## config.mk

```make
export PLATFORM = sky130hd
export DESIGN_NAME = sbrg_top
export DESIGN_NICKNAME = d
export VERILOG_FILES = /design/src/sbrg_pkg.sv /design/src/sbrg_vote.sv /design/src/sbrg_top.sv
export VERILOG_INCLUDE_DIRS = /design/src /design/src/src
export SDC_FILE = /design/constraint.sdc
export NUM_CORES = 1
export LEC_CHECK = 0
export BUFFER_PORTS_ARGS = -buffer_cell sky130_fd_sc_hd__buf_2
export CORE_UTILIZATION = 51
export DETAILED_ROUTE_END_ITERATION = 12
export GPL_ROUTABILITY_DRIVEN = 1
export HOLD_SLACK_MARGIN = 0.15
export PLACE_DENSITY = 0.8
export SYNTH_ARGS = -nofsm -noshare
export SYNTH_HDL_FRONTEND = slang
export SYNTH_SLANG_ARGS = --single-unit
```

## constraint.sdc

```tcl
create_clock -name pclk -period 2 [get_ports pclk]
set_input_delay 0.2 -clock pclk [delete_from_list [all_inputs] [get_ports pclk]]
set_output_delay 0.2 -clock pclk [all_outputs]
set_load 0.03 [all_outputs]
```

## src/sbrg_regs.svh

```systemverilog
// register indices, field positions, reset values and divide counts of the baud generator
`ifndef SBRG_REGS_SVH
`define SBRG_REGS_SVH

// ====================================================================
// register indices: the byte address is four times the index
`define SBRG_RCS_IDX 10'h018
`define SBRG_TCS_IDX 10'h098
`define SBRG_DIV_IDX 10'h099

// ====================================================================
// transmit_control_status fields
`define SBRG_TCS_CLKSRC 7
`define SBRG_TCS_TX9 6
`define SBRG_TCS_TXEN 5
`define SBRG_TCS_SYNC 4
`define SBRG_TCS_HSS 2
`define SBRG_TCS_SRE 1
`define SBRG_TCS_TX9D 0
`define SBRG_TCS_WMASK 8'hF5

// ====================================================================
// receive_control_status fields
`define SBRG_RCS_PEN 7
`define SBRG_RCS_RX9 6
`define SBRG_RCS_SINGLE 5
`define SBRG_RCS_CONT 4
`define SBRG_RCS_WMASK 8'hF0

// ====================================================================
// reset values
`define SBRG_TCS_RST 8'h02
`define SBRG_RCS_RST 8'h00
`define SBRG_DIV_RST 8'h00

// ====================================================================
// divide counts: prescale by 4, then timer, then per-mode subdivision
`define SBRG_PRE_LAST 2'h3
`define SBRG_LOW_LAST 4'hF
`define SBRG_HIGH_LAST 4'h3
`define SBRG_SYNC_LAST 4'h0
`define SBRG_LOW_VOTE_AT 4'h7
`define SBRG_HIGH_VOTE_AT 4'h1
`define SBRG_LOW_RATIO 16'h0040
`define SBRG_HIGH_RATIO 16'h0010
`define SBRG_SYNC_RATIO 16'h0004

`endif

```

## src/sbrg_pkg.sv

```systemverilog
// types shared by the baud generator and its receive sampler
package sbrg_pkg;

	// ====================================================================
	// rate modes
	typedef enum logic [1:0] {
		SBRG_ASYNC_LOW,
		SBRG_ASYNC_HIGH,
		SBRG_SYNC_MASTER,
		SBRG_SYNC_SLAVE
	} sbrg_mode_t;

	// ====================================================================
	// majority sampler states
	typedef enum logic [1:0] {
		SBRG_VOTE_IDLE,
		SBRG_VOTE_SECOND,
		SBRG_VOTE_THIRD
	} sbrg_vote_state_t;

	// ====================================================================
	// control bits handed to the transmitter and receiver
	typedef struct packed {
		logic port_en;
		logic rx9;
		logic single_rx;
		logic cont_rx;
		logic clock_source_select;
		logic tx9;
		logic tx_en;
		logic sync;
		logic high_speed_select;
		logic tx9d;
	} sbrg_ctrl_t;

	// status bits reported back by the receiver
	typedef struct packed {
		logic frame_err;
		logic overrun_err;
		logic rx9d;
	} sbrg_rx_stat_t;

endpackage : sbrg_pkg

```

## src/sbrg_vote.sv

```systemverilog
// three-sample majority detector for the receive data pin
`timescale 1ns/1ps
`default_nettype none

module sbrg_vote
	import sbrg_pkg::*;
(
	input wire logic pclk,
	input wire logic presetn,
	input wire logic ce,
	input wire logic start,
	input wire logic strobe,
	input wire logic din,
	output logic vote,
	output logic vote_valid
);

	sbrg_vote_state_t state;
	sbrg_vote_state_t next_state;
	logic first;
	logic second;
	logic majority;

	// ====================================================================
	// vote
	assign majority = (first & second) | (first & din) | (second & din);

	always_comb begin
		next_state = state;
		case (state)
			SBRG_VOTE_IDLE: if (start) next_state = SBRG_VOTE_SECOND;
			SBRG_VOTE_SECOND: if (strobe) next_state = SBRG_VOTE_THIRD;
			SBRG_VOTE_THIRD: if (strobe) next_state = SBRG_VOTE_IDLE;
			default: next_state = SBRG_VOTE_IDLE;
		endcase
	end

	always_ff @(posedge pclk or negedge presetn) begin
		if (!presetn) begin
			state <= SBRG_VOTE_IDLE;
			first <= 1'h0;
			second <= 1'h0;
			vote <= 1'h1;
			vote_valid <= 1'h0;
		end else if (ce) begin
			state <= next_state;
			vote_valid <= 1'h0;
			case (state)
				SBRG_VOTE_IDLE: if (start) first <= din;
				SBRG_VOTE_SECOND: if (strobe) second <= din;
				SBRG_VOTE_THIRD: if (strobe) begin
					vote <= majority;
					vote_valid <= 1'h1;
				end
				default: first <= first;
			endcase
		end
	end
endmodule : sbrg_vote

`default_nettype wire

```

## src/sbrg_top.sv

```systemverilog
// apb-reachable serial baud rate generator with majority-vote receive sampling
`timescale 1ns/1ps
`default_nettype none
`include "sbrg_regs.svh"

// Notes on behaviour
// - a divisor write clears the timer so the new rate starts at once
// - receive pin is sampled three times and the level is decided by majority, except as sync slave
// - async low speed: bit rate is clock over 64 times divisor plus one
// - async high speed: bit rate is clock over 16 times divisor plus one
// - sync mode: bit clock is clock over 4 times divisor plus one
// - divisor is unsigned 8-bit, zero fastest and 255 slowest
// - generator is a free-running 8-bit timer whose period the divisor sets
// - in sync mode the high-speed select has no effect
// - sync formula holds only as clock master; sync slave still gets timer ticks but no bit ticks
module sbrg_top
	import sbrg_pkg::*;
(
	input wire logic pclk,
	input wire logic presetn,
	input wire logic ce,
	input wire logic psel,
	input wire logic penable,
	input wire logic pwrite,
	input wire logic [11:0] paddr,
	input wire logic [31:0] pwdata,
	output logic [31:0] prdata,
	output logic pready,
	output logic pslverr,
	input wire sbrg_rx_stat_t rx_status,
	input wire logic shift_register_empty,
	input wire logic receive_data_pin,
	output sbrg_ctrl_t ctrl,
	output logic timer_tick,
	output logic bit_tick,
	output logic rx_bit,
	output logic rx_bit_valid
);

	// ====================================================================
	// register storage
	logic [7:0] tcs;
	logic [7:0] rcs;
	logic [7:0] baud_divisor;

	// ====================================================================
	// apb decode
	logic hit_rcs;
	logic hit_tcs;
	logic hit_div;
	logic hit_any;
	logic access;
	logic done;
	logic wr_en;
	logic wr_rcs;
	logic wr_tcs;
	logic wr_div;
	logic restart;
	logic [7:0] rd_val;
	logic [7:0] tcs_read;
	logic [7:0] rcs_read;

	assign hit_rcs = paddr == {`SBRG_RCS_IDX, 2'h0};
	assign hit_tcs = paddr == {`SBRG_TCS_IDX, 2'h0};
	assign hit_div = paddr == {`SBRG_DIV_IDX, 2'h0};
	assign hit_any = hit_rcs | hit_tcs | hit_div;
	// first access cycle; the answer comes one cycle later
	assign access = psel & penable & ~pready;
	assign done = psel & penable & pready;
	assign wr_en = done & pwrite & ~pslverr;
	assign wr_rcs = wr_en & hit_rcs;
	assign wr_tcs = wr_en & hit_tcs;
	assign wr_div = wr_en & hit_div;
	// a mode change restarts too, so no bit period mixes two rates
	assign restart = wr_div | wr_tcs;

	assign tcs_read = {tcs[7:3] & 5'h1E, tcs[`SBRG_TCS_HSS], shift_register_empty,
		tcs[`SBRG_TCS_TX9D]};
	assign rcs_read = {rcs[7:4], 1'h0, rx_status.frame_err, rx_status.overrun_err,
		rx_status.rx9d};

	always_comb begin
		if (hit_rcs) begin
			rd_val = rcs_read;
		end else if (hit_tcs) begin
			rd_val = tcs_read;
		end else if (hit_div) begin
			rd_val = baud_divisor;
		end else begin
			rd_val = 8'h00;
		end
	end

	always_ff @(posedge pclk or negedge presetn) begin
		if (!presetn) begin
			pready <= 1'h0;
			pslverr <= 1'h0;
			prdata <= 32'h0000_0000;
		end else if (ce) begin
			pready <= access;
			pslverr <= access & ~hit_any;
			prdata <= access ? {24'h00_0000, rd_val} : 32'h0000_0000;
		end
	end

	always_ff @(posedge pclk or negedge presetn) begin
		if (!presetn) begin
			tcs <= `SBRG_TCS_RST;
			rcs <= `SBRG_RCS_RST;
			baud_divisor <= `SBRG_DIV_RST;
		end else if (ce) begin
			if (wr_tcs) tcs <= (pwdata[7:0] & `SBRG_TCS_WMASK) | (tcs & ~`SBRG_TCS_WMASK);
			if (wr_rcs) rcs <= (pwdata[7:0] & `SBRG_RCS_WMASK) | (rcs & ~`SBRG_RCS_WMASK);
			if (wr_div) baud_divisor <= pwdata[7:0];
		end
	end

	// ====================================================================
	// control fan-out
	sbrg_ctrl_t next_ctrl;

	assign next_ctrl = '{
		port_en: rcs[`SBRG_RCS_PEN],
		rx9: rcs[`SBRG_RCS_RX9],
		single_rx: rcs[`SBRG_RCS_SINGLE],
		cont_rx: rcs[`SBRG_RCS_CONT],
		clock_source_select: tcs[`SBRG_TCS_CLKSRC],
		tx9: tcs[`SBRG_TCS_TX9],
		tx_en: tcs[`SBRG_TCS_TXEN],
		sync: tcs[`SBRG_TCS_SYNC],
		high_speed_select: tcs[`SBRG_TCS_HSS],
		tx9d: tcs[`SBRG_TCS_TX9D]
	};

	always_ff @(posedge pclk or negedge presetn) begin
		if (!presetn) begin
			ctrl <= '0;
		end else if (ce) begin
			ctrl <= next_ctrl;
		end
	end

	// ====================================================================
	// mode selection
	sbrg_mode_t mode;
	logic [3:0] sub_last;
	logic [3:0] vote_at;

	always_comb begin
		if (!tcs[`SBRG_TCS_SYNC]) begin
			mode = tcs[`SBRG_TCS_HSS] ? SBRG_ASYNC_HIGH : SBRG_ASYNC_LOW;
		end else if (tcs[`SBRG_TCS_CLKSRC]) begin
			mode = SBRG_SYNC_MASTER;
		end else begin
			mode = SBRG_SYNC_SLAVE;
		end
	end

	always_comb begin
		case (mode)
			SBRG_ASYNC_LOW: begin
				sub_last = `SBRG_LOW_LAST;
				vote_at = `SBRG_LOW_VOTE_AT;
			end
			SBRG_ASYNC_HIGH: begin
				sub_last = `SBRG_HIGH_LAST;
				vote_at = `SBRG_HIGH_VOTE_AT;
			end
			default: begin
				sub_last = `SBRG_SYNC_LAST;
				vote_at = `SBRG_SYNC_LAST;
			end
		endcase
	end

	// ====================================================================
	// rate chain: prescale by 4, 8-bit timer, per-mode subdivision
	logic [1:0] pre;
	logic [7:0] timer;
	logic [3:0] sub;
	logic pre_wrap;
	logic timer_wrap;
	logic bit_wrap;

	assign pre_wrap = pre == `SBRG_PRE_LAST;
	assign timer_wrap = pre_wrap & (timer == baud_divisor);
	assign bit_wrap = timer_wrap & (sub == sub_last) & (mode != SBRG_SYNC_SLAVE);

	always_ff @(posedge pclk or negedge presetn) begin
		if (!presetn) begin
			pre <= 2'h0;
			timer <= 8'h00;
			sub <= 4'h0;
		end else if (ce) begin
			if (restart) begin
				pre <= 2'h0;
				timer <= 8'h00;
				sub <= 4'h0;
			end else begin
				pre <= pre + 2'h1;
				if (timer_wrap) begin
					timer <= 8'h00;
					sub <= (sub == sub_last) ? 4'h0 : sub + 4'h1;
				end else if (pre_wrap) begin
					timer <= timer + 8'h01;
				end
			end
		end
	end

	// restart drops a tick due in the same cycle, since it belongs to the old rate
	always_ff @(posedge pclk or negedge presetn) begin
		if (!presetn) begin
			timer_tick <= 1'h0;
			bit_tick <= 1'h0;
		end else if (ce) begin
			timer_tick <= timer_wrap & ~restart;
			bit_tick <= bit_wrap & ~restart;
		end
	end

	// ====================================================================
	// receive pin synchroniser and majority sampler
	logic rx_meta;
	logic rx_sync;
	logic vote_start;
	logic vote_strobe;

	always_ff @(posedge pclk or negedge presetn) begin
		if (!presetn) begin
			rx_meta <= 1'h1;
			rx_sync <= 1'h1;
		end else if (ce) begin
			rx_meta <= receive_data_pin;
			rx_sync <= rx_meta;
		end
	end

	// async samples sit on three timer wraps around mid-bit; sync on three clocks
	assign vote_start = tcs[`SBRG_TCS_SYNC] ? bit_wrap : (timer_wrap & (sub == vote_at));
	assign vote_strobe = tcs[`SBRG_TCS_SYNC] ? 1'h1 : timer_wrap;

	sbrg_vote u_vote (
		.pclk(pclk),
		.presetn(presetn),
		.ce(ce),
		.start(vote_start & ~restart),
		.strobe(vote_strobe),
		.din(rx_sync),
		.vote(rx_bit),
		.vote_valid(rx_bit_valid)
	);

	// ====================================================================
	// checks
	logic [15:0] gap;
	logic gap_ok;
	logic [15:0] div_plus;

	assign div_plus = {8'h00, baud_divisor} + 16'h0001;

	always_ff @(posedge pclk or negedge presetn) begin
		if (!presetn) begin
			gap <= 16'h0000;
			gap_ok <= 1'h0;
		end else if (ce) begin
			if (restart) begin
				gap_ok <= 1'h0;
			end else if (bit_tick) begin
				gap_ok <= 1'h1;
			end
			gap <= bit_tick ? 16'h0001 : gap + 16'h0001;
		end
	end
endmodule : sbrg_top

`default_nettype wire

```

=== Yosys cells after proc, flatten, opt, wreduce, memory -nomap -nowiden ===
Cells that the tools add are included.
Widths: inputs -> output; s select.

* Register bits: 92
* Input port bits: 55
* Output and inout port bits: 48

* Add/sub/neg operators: 3
* Eq/ne operators: 14
* Mux-type cells: 24
* Bitwise operators: 30
* Reduce and logical (&&, ||, !) cells: 13

{| class="wikitable"
|+ Operator list
! kind !! count
|-
| $mux 8 || 7
|-
| $eq 12x10->1 const B || 2
|-
| $and 1x1->1 || 19
|-
| $or 8x4->8 || 2
|-
| $eq 12x7->1 const B || 1
|-
| $mux 4 || 3
|-
| $mux 2 || 5
|-
| $reduce_and 2->1 || 5
|-
| $reduce_and 3->1 || 3
|-
| $add 8x1->8 const B || 1
|-
| $eq 4x4->1 || 2
|-
| $eq 8x8->1 || 1
|-
| $pmux 4 s2 || 1
|-
| $mux 1 || 6
|-
| $ne 2x1->1 const B || 3
|-
| $pmux 2 s3 || 1
|-
| $pmux 3 s2 || 1
|-
| $or 1x1->1 || 5
|-
| $add 4x1->4 const B || 1
|-
| $eq 2x1->1 const B || 2
|-
| $eq 2x2->1 const B || 2
|-
| $logic_not 2->1 || 2
|-
| $not 1->1 || 4
|-
| $reduce_and 4->1 || 1
|-
| other kinds (4) || 4
|}

=== Logic depth before layout (Yosys ltp) ===
Gate-level depths: netlist (run 1).

* Depth in word-level cells: 11
* Depth in mapped cells: 7
* Depth with buffers taken out: 5

=== Hierarchy ===
Synthesis (run 1) repeated with hierarchy kept, for this count alone.

* Cell total of the unflattened synthesis: 280
* Area, all modules: 3181.8 um2

{| class="wikitable"
|+ By module, submodules not included
! module !! instances !! cells an instance !! area each (um2) !! seq. area each (um2)
|-
| sbrg_top || 1 || 261 || 2914.0 || 1403.8
|-
| sbrg_vote || 1 || 19 || 267.8 || 151.4
|}

=== Worst setup path after synthesis (run 1) ===
No wires, ideal clock.

* Kind: input port to flip-flop
* From: input paddr[8]
* To: register rcs[4]
* Arrival: 1927 ps
* Data required time: 1875 ps
* Path slack: -52 ps
* Cell stages on the path: 5
* Cells stage by stage: or4b_4 > or3_4 > nor3_4 > and2_4 > mux2_4

* Word-level cells in the longest chain between the ends: 3

{| class="wikitable"
|+ Ends and longest elaborated chain
! item !! line !! source
|-
| start, declared || sbrg_top.sv:25 || <nowiki>input wire logic [11:0] paddr,</nowiki>
|-
| $eq 12x7->1 || sbrg_top.sv:63 || <nowiki>assign hit_rcs = paddr == {`SBRG_RCS_IDX, 2'h0};</nowiki>
|-
| $and 1x1->1 || sbrg_top.sv:71 || <nowiki>assign wr_rcs = wr_en & hit_rcs;</nowiki>
|-
| $reduce_and 2->1 (no line) || - ||
|-
| end signal, assigned || sbrg_top.sv:109 || <nowiki>rcs <= `SBRG_RCS_RST;</nowiki>
|-
| end signal, assigned || sbrg_top.sv:113 || <nowiki>if (wr_rcs) rcs <= (pwdata[7:0] & `SBRG_RCS_WMASK) | (rcs & ~`SBRG_RCS_WMASK);</nowiki>
|-
| end, declared || sbrg_top.sv:43 || <nowiki>logic [7:0] rcs;</nowiki>
|}

Every way passes these cells.
A chain may end at the register's enable or synchronous reset.

=== Worst setup path after layout (run 1) ===
* From: register sub[2]
* To: register u_vote.first

* Word-level cells in the longest chain between the ends: 6
* Elaborated cells on any way between the ends: 8
* Those cells by class: eq/ne: 2; mux: 1; bitwise: 4; reduce/logical: 1

{| class="wikitable"
|+ Ends and longest elaborated chain
! item !! line !! source
|-
| start, declared || sbrg_top.sv:180 || <nowiki>logic [3:0] sub;</nowiki>
|-
| start signal, assigned || sbrg_top.sv:203 || <nowiki>sub <= (sub == sub_last) ? 4'h0 : sub + 4'h1;</nowiki>
|-
| $eq 4x4->1 || sbrg_top.sv:187 || <nowiki>assign bit_wrap = timer_wrap & (sub == sub_last) & (mode != SBRG_SYNC_SLAVE);</nowiki>
|-
| $and 1x1->1 (2 in series) || sbrg_top.sv:187 ||
|-
| $mux 1 (*) || sbrg_top.sv:240 || <nowiki>assign vote_start = tcs[`SBRG_TCS_SYNC] ? bit_wrap : (timer_wrap & (sub == vote_at));</nowiki>
|-
| $and 1x1->1 (*) || sbrg_top.sv:247 || <nowiki>.start(vote_start & ~restart),</nowiki>
|-
| $reduce_and 3->1 (no line) (*) || - ||
|-
| end signal, assigned || sbrg_vote.sv:49 || <nowiki>SBRG_VOTE_IDLE: if (start) first <= din;</nowiki>
|-
| end signal, assigned || sbrg_vote.sv:55 || <nowiki>default: first <= first;</nowiki>
|-
| end, declared || sbrg_vote.sv:20 || <nowiki>logic first;</nowiki>
|}

Mark *: on every way between the ends. The rest lies on a longest branch, timed or not.

==> results of run 1 <==
[power groups by stage]
stage	sequential, W	clock (W)	combinational, W
2_1_floorplan	0.00154	0	0.000429
3_3_place_gp	0.00155	0	0.000553
3_5_place_dp	0.00157	0	0.000573
4_1_cts	0.00154	0.00117	0.000607
5_1_grt	0.00156	0.00121	0.000680
6_report	0.00155	0.00115	0.000610
[metrics by stage]
| stage | hold slack [ns] | power, W | setup TNS, ns |
|---|---|---|---|
| global route | 0.1862 | 0.003458 | 0 |
| global placement | 0.2351 | 0.002106 | -0.2168 |
| floorplan | -0.09559 | 0.001972 | -0.2096 |
| finish | 0.1727 | 0.003311 | 0 |
| CTS | 0.1610 | 0.003320 | 0 |
| detailed placement | 0.2434 | 0.002139 | -0.5039 |
[tightest hold or removal path, cell delays in order]
cell and delay [ns]:
buf_2 0.08, a22oi_1 0.06, o2bb2ai_1 0.14
[layout by cell type (no fill, tap or decap), types with 10 or more instances in the layout]
cell type and n:
o21ai_0 12, buf_2 54, inv_1 12, buf_4 23, conb_1 24, mux2_2 37, dfrtp_1 59, dlygate4sd3_1 10
nand2_1 10
[logic make-up (layout without fill, tap and decap cells)]
logic type,Yosys count,after routing,synth area share [%]
adder cells (fa/ha/maj),4,4,1.493
multiplexers,43,43,15.59
XOR/XNOR,9,9,2.475
AO/OA/AOI/OAI,51,51,11.12
flip-flops,62,62,48.82
other,1,24,0.1177
buffers and inverters,45,115,8.209
AND/OR/NAND/NOR,59,59,12.18
[layout make-up]
class                   instances  area, sq um  area share [%]
clock buffers                   9        123.9           3.177
repair buffers                 87        543.0           13.93
inverters                      12        45.04           1.155
well taps                      75        93.84           2.407
flip-flops and latches         62         1555           39.89
multi-input cells             190         1455           37.32
clock inverters                 7        82.58           2.118
[sequential cells by signal, summed over array words and instances (netlist names)]
signal / cells
u_vote.first: 1
u_vote.vote_valid: 1
baud_divisor: 8
prdata: 8
sub: 4
timer: 8
pre: 2
rx_sync: 1
u_vote.state: 2
tcs: 6
u_vote.second: 1
timer_tick: 1
bit_tick: 1
pready: 1
ctrl: 10
rcs: 4
rx_meta: 1
pslverr: 1
u_vote.vote: 1
[routing by layer]
metal	vias to the layer above	part of all wire, %	GRT usage, %
met5	-	0	0
met4	0	2.7	11.43
met3	17	5.4	6.629
met2	105	50	41.76
met1	1258	42	31.24
li1	1126	-	-
[repair_timing]
| item | in CTS | in global routing |
|---|---|---|
| hold endpoints to repair | 42 | 0 |
| setup buffers | 0 | 0 |
| hold buffers | 10 | 0 |
[how the worst min path moves through the flow]
stage / start / to / slack [ns]
2_1_floorplan: presetn / baud_divisor[0] / -0.1
3_3_place_gp: presetn / u_vote.vote_valid / 0.24
3_5_place_dp: presetn / u_vote.vote_valid / 0.24
4_1_cts: rx_status[2] / prdata[2] / 0.16
5_1_grt: rx_status[1] / prdata[1] / 0.19
6_report: rx_status[1] / prdata[1] / 0.17
==> flow_summary.ini, run 1 <==
[pwr]
internal_power_w = 0.002233
power.switching_w = 0.001078
combPwrFrac_pct = 18.4
pwr-share-clk_pct = 34.7
seqPwrFrac_pct = 46.8
leakage_nw = 1.911
ir_worst_vdd_mv = 0.5961
swShare_pct = 32.56
power_density_mw_per_mm2 = 849.3

[finish]
drive_gt1_share_pct = 40.05
antennaDiodeCount = 0
final_cells = 442
stdcell_area_sq_mm = 0.003899
nets = 420
nFillCells = 448
area_growth_pct = 22.39
post-route-util_pct = 65.46

[setup_path]
r2r_slack_ns = 0.15
rr_endpoint = u_vote.first
cp.buffers_inverters = 0
path_cells = nor3b_1, o21ai_0, a2111oi_0, nand3_1, mux2_2
critPathTopFamily = compound AO/OA/AOI/OAI gates
arrival_ns = 2.10
cp-start-kind = flip-flop
crit_start = sub[2]
cp-end-kind = flip-flop
crit_path_end = u_vote.first
worst_r2r_path_depth = 5
crit_fanout = 8
cpPeakStageDelay_ns = 0.47
crit_type = flip-flop to flip-flop
cp.depth = 5
cp_slowest_cell = dfrtp_1
timing.rr.start = sub[2]
crit_required_ns = 2.24

[place]
placed_area_sq_mm = 0.003592
dp_cells = 416
port_buffers = 54
dp.final_hpwl_mm = 4.959
gp_congestion = 0.8729
place_ws_ns = -0.05766

[drt]
routed-via-count = 2506
drc_errors = 0
wl_mm = 7.457
drtIter0Drc = 186
wl_per_cell_microns = 16.87
ant_nets = 0
firstDrtPassIters = 5
vias_per_cell = 5.670

[global_routing]
track_usage_pct = 25.35
overflow = 0
grt_max_degree = 28
antenna_found_initial = 0
grt_pass1_wl_mm = 12.04
grt_pass1_vias = 2445

[status]
status = complete, no violations

[sta]
drv_slew = 0
rsz0062_at_grt = false
min_period_ns = 1.853
finalCritPeriodShare_pct = 92.67
fin_skew_ns = 0.008720
hold_viol_final = 0
setup_viol = 0
setup_slack_ns = 0.1467
slew_headroom_pct = 60.63
tightest_slew_ns = 0.5906
fmax_ghz = 0.5396

[floorplanning]
core_sq_mm = 0.005956
die_h_microns = 81.03
die_area_sq_mm = 0.006566
dieWidth_microns = 81.03
row_count = 28
io_pins = 103
start_util_pct = 53.49

[synthesis]
synth-seq-cells = 62
yosysSeqAreaShare_pct = 48.82
synth-main-ff-cell = dfrtp_1
synth_top_area_cell = dfrtp_1
ys_top_cells_by_count = dfrtp_1 (59), mux2_2 (37), buf_4 (24)
yosysWarnings = 0
syn_avg_cell_area_sq_um = 11.63
async_flop_share_pct = 100.0
synth_top_cell_area_share_pct = 46.35
syn_inst = 274
yosysMostFrequentCell = dfrtp_1
synth_edf_count = 0
synth_area_leaders = dfrtp_1 (46%), mux2_2 (13%), buf_4 (5.7%), dfstp_2 (2.5%), xnor2_1 (2.5%)
syn-cell-area_sq_mm = 0.003186
yosys.cell_types.count = 54

[clocking]
cts-buffers-inserted = 9
path_clk_slew_ns = 0.08
clkSinkCount = 62
cts_buffer_depth = 2
htreeDepth = 3
cts_resized = 0
clock_latency_ns = 0.35
clockRootBuffer = clkbuf_8
cts_tree = done

[min_path]
hold_path_class = primary input to flip-flop
whs_path_depth = 3

[job]
max_cap_violations = 0
No activity file was read; power rests on OpenSTA's default activity.
==> run 2: changes to the inputs <==
Settings changed: BUFFER_PORTS_ARGS -buffer_cell sky130_fd_sc_hd__buf_2 to -buffer_cell sky130_fd_sc_hd__buf_4, CORE_UTILIZATION 51 to 30, PLACE_DENSITY 0.8 to not set.
==> flow_summary.ini, run 2 (same netlist as run 1, synthesis figures left out) <==
[status]
status = complete, no violations

[place]
dp.final_hpwl_mm = 5.217
dp_cells = 473
place_ws_ns = -0.09308
port_buffers = 54
gp_congestion = 0.7947

[min_path]
hold_end = prdata[1]
whs_path_depth = 3
hp-start = rx_status[1]
hold_path_class = primary input to flip-flop

[floorplanning]
io_pins = 103
dieWidth_microns = 105.0
die_h_microns = 105.0
die_area_sq_mm = 0.01103
core_sq_mm = 0.01032
start_util_pct = 30.86
row_count = 37

[global_routing]
grt_pass1_vias = 2396
overflow = 0
antenna_found_initial = 0
grt_max_degree = 63
track_usage_pct = 14.37
grt_pass1_wl_mm = 12.28

[setup_path]
rr_endpoint = u_vote.second
worst_r2r_path_depth = 6
crit_required_ns = 2.22
r2r_slack_ns = 0.21
timing.rr.start = timer[1]
arrival_ns = 2.02
cp-end-kind = flip-flop
cp-start-kind = flip-flop
crit_fanout = 11
crit_type = flip-flop to flip-flop

[drt]
drtIter0Drc = 118
firstDrtPassIters = 4
ant_nets = 0
vias_per_cell = 4.758
drc_errors = 0
wl_per_cell_microns = 14.91
wl_mm = 7.455
routed-via-count = 2379

[clocking]
cts_setup_buffers = 0
path_clk_slew_ns = 0.07
cts-buffers-inserted = 9
ctsHoldBuffers = 11
clkSinkCount = 62
cts_tree = done
cts_resized = 0
htreeDepth = 3
cts_buffer_depth = 2
clockRootBuffer = clkbuf_8
clock_latency_ns = 0.33

[pwr]
leakage_nw = 1.922
ir_worst_vdd_mv = 0.4848
totalPowerFinal_w = 0.003302
power_density_mw_per_mm2 = 808.3

[sta]
drv_slew = 0
whs_ns = 0.1717
setup_viol = 0
tightest_slew_ns = 0.8045
finalCritPeriodShare_pct = 89.64
slew_headroom_pct = 46.37
setup_slack_ns = 0.2073
fin_skew_ns = 0.004414
fmax_ghz = 0.5578
rsz0062_at_grt = false
hold_viol_final = 0
min_period_ns = 1.793

[finish]
post-route-util_pct = 39.57
layout_common_cells = buf_4 (73), dfrtp_1 (59), mux2_2 (37)
nFillCells = 1020
final_cells = 500
area_growth_pct = 28.24
largest_reg_flops = 10
regMostFlops = ctrl
nets = 417
final_common_cell = buf_4
drive_gt1_share_pct = 38.74
antennaDiodeCount = 0

[job]
max_cap_violations = 0
run 2: cell count changes in the layout (fill, tap and decap cells not counted), sizes merged:
cell         before  now
inv              14   12
clkbuf            9   13
dlygate4sd3      10   11
buf              77   73
clkinvlp          2    1
clkinv            2    1
run 2: worst max-delay path, cell delays in order, from the launching register on:
cell	delay, ns
dfrtp_1	0.44
xnor2_1	0.19
nand3_1	0.15
nor3_1	0.23
buf_4	0.22
o2111ai_1	0.15
mux2_2	0.30
run 2: worst max-delay path by stage:
stage | start | end | cells after the start
floorplan | paddr[8] | rcs[4] | 5
global placement | paddr[8] | rcs[7] | 6
detailed placement | paddr[8] | rcs[7] | 6
CTS | pslverr | timer[5] | 6
global route | pslverr | timer[5] | 6
finish | timer[1] | u_vote.second | 6
run 2: metal layers:
| metal | up-vias | wire length, microns | track usage, % | part of all wire (%) |
|---|---|---|---|---|
| met5 | - | 0 | 0 | 0 |
| met4 | 0 | 36 | 5.332 | 0.48 |
| met3 | 6 | 261 | 2.558 | 3.5 |
| met2 | 68 | 3853 | 24.55 | 52 |
| met1 | 1184 | 3303 | 18.08 | 44 |
| li1 | 1121 | - | - | - |
run 2: power breakdown:
part | internal (W) | switching (W) | leakage [nW]
Clock | 0.000643 | 0.000485 | 0.0996
Combinational | 0.000286 | 0.000347 | 0.984
Sequential | 0.00138 | 0.000160 | 0.838
Total | 0.00231 | 0.000992 | 1.92
run 2: layout make-up:
type / count / area, sq um / share of cell area [%]
sequential: 62 / 1555 / 38.07
multi-input combinational: 190 / 1455 / 35.62
timing repair buffer: 84 / 658.1 / 16.11
tap: 136 / 170.2 / 4.165
clock buffer: 13 / 158.9 / 3.890
inverter: 12 / 45.04 / 1.103
clock inverter: 3 / 42.54 / 1.041
run 2: per-stage QoR:
stage | setup TNS (ns) | cell area [sq um]
after CTS | 0 | 4085
final | 0 | 4085
after floorplan | -0.2096 | 3272
after global placement | -0.3128 | 3774
after global routing | 0 | 4085
after detailed placement | -0.6652 | 3774
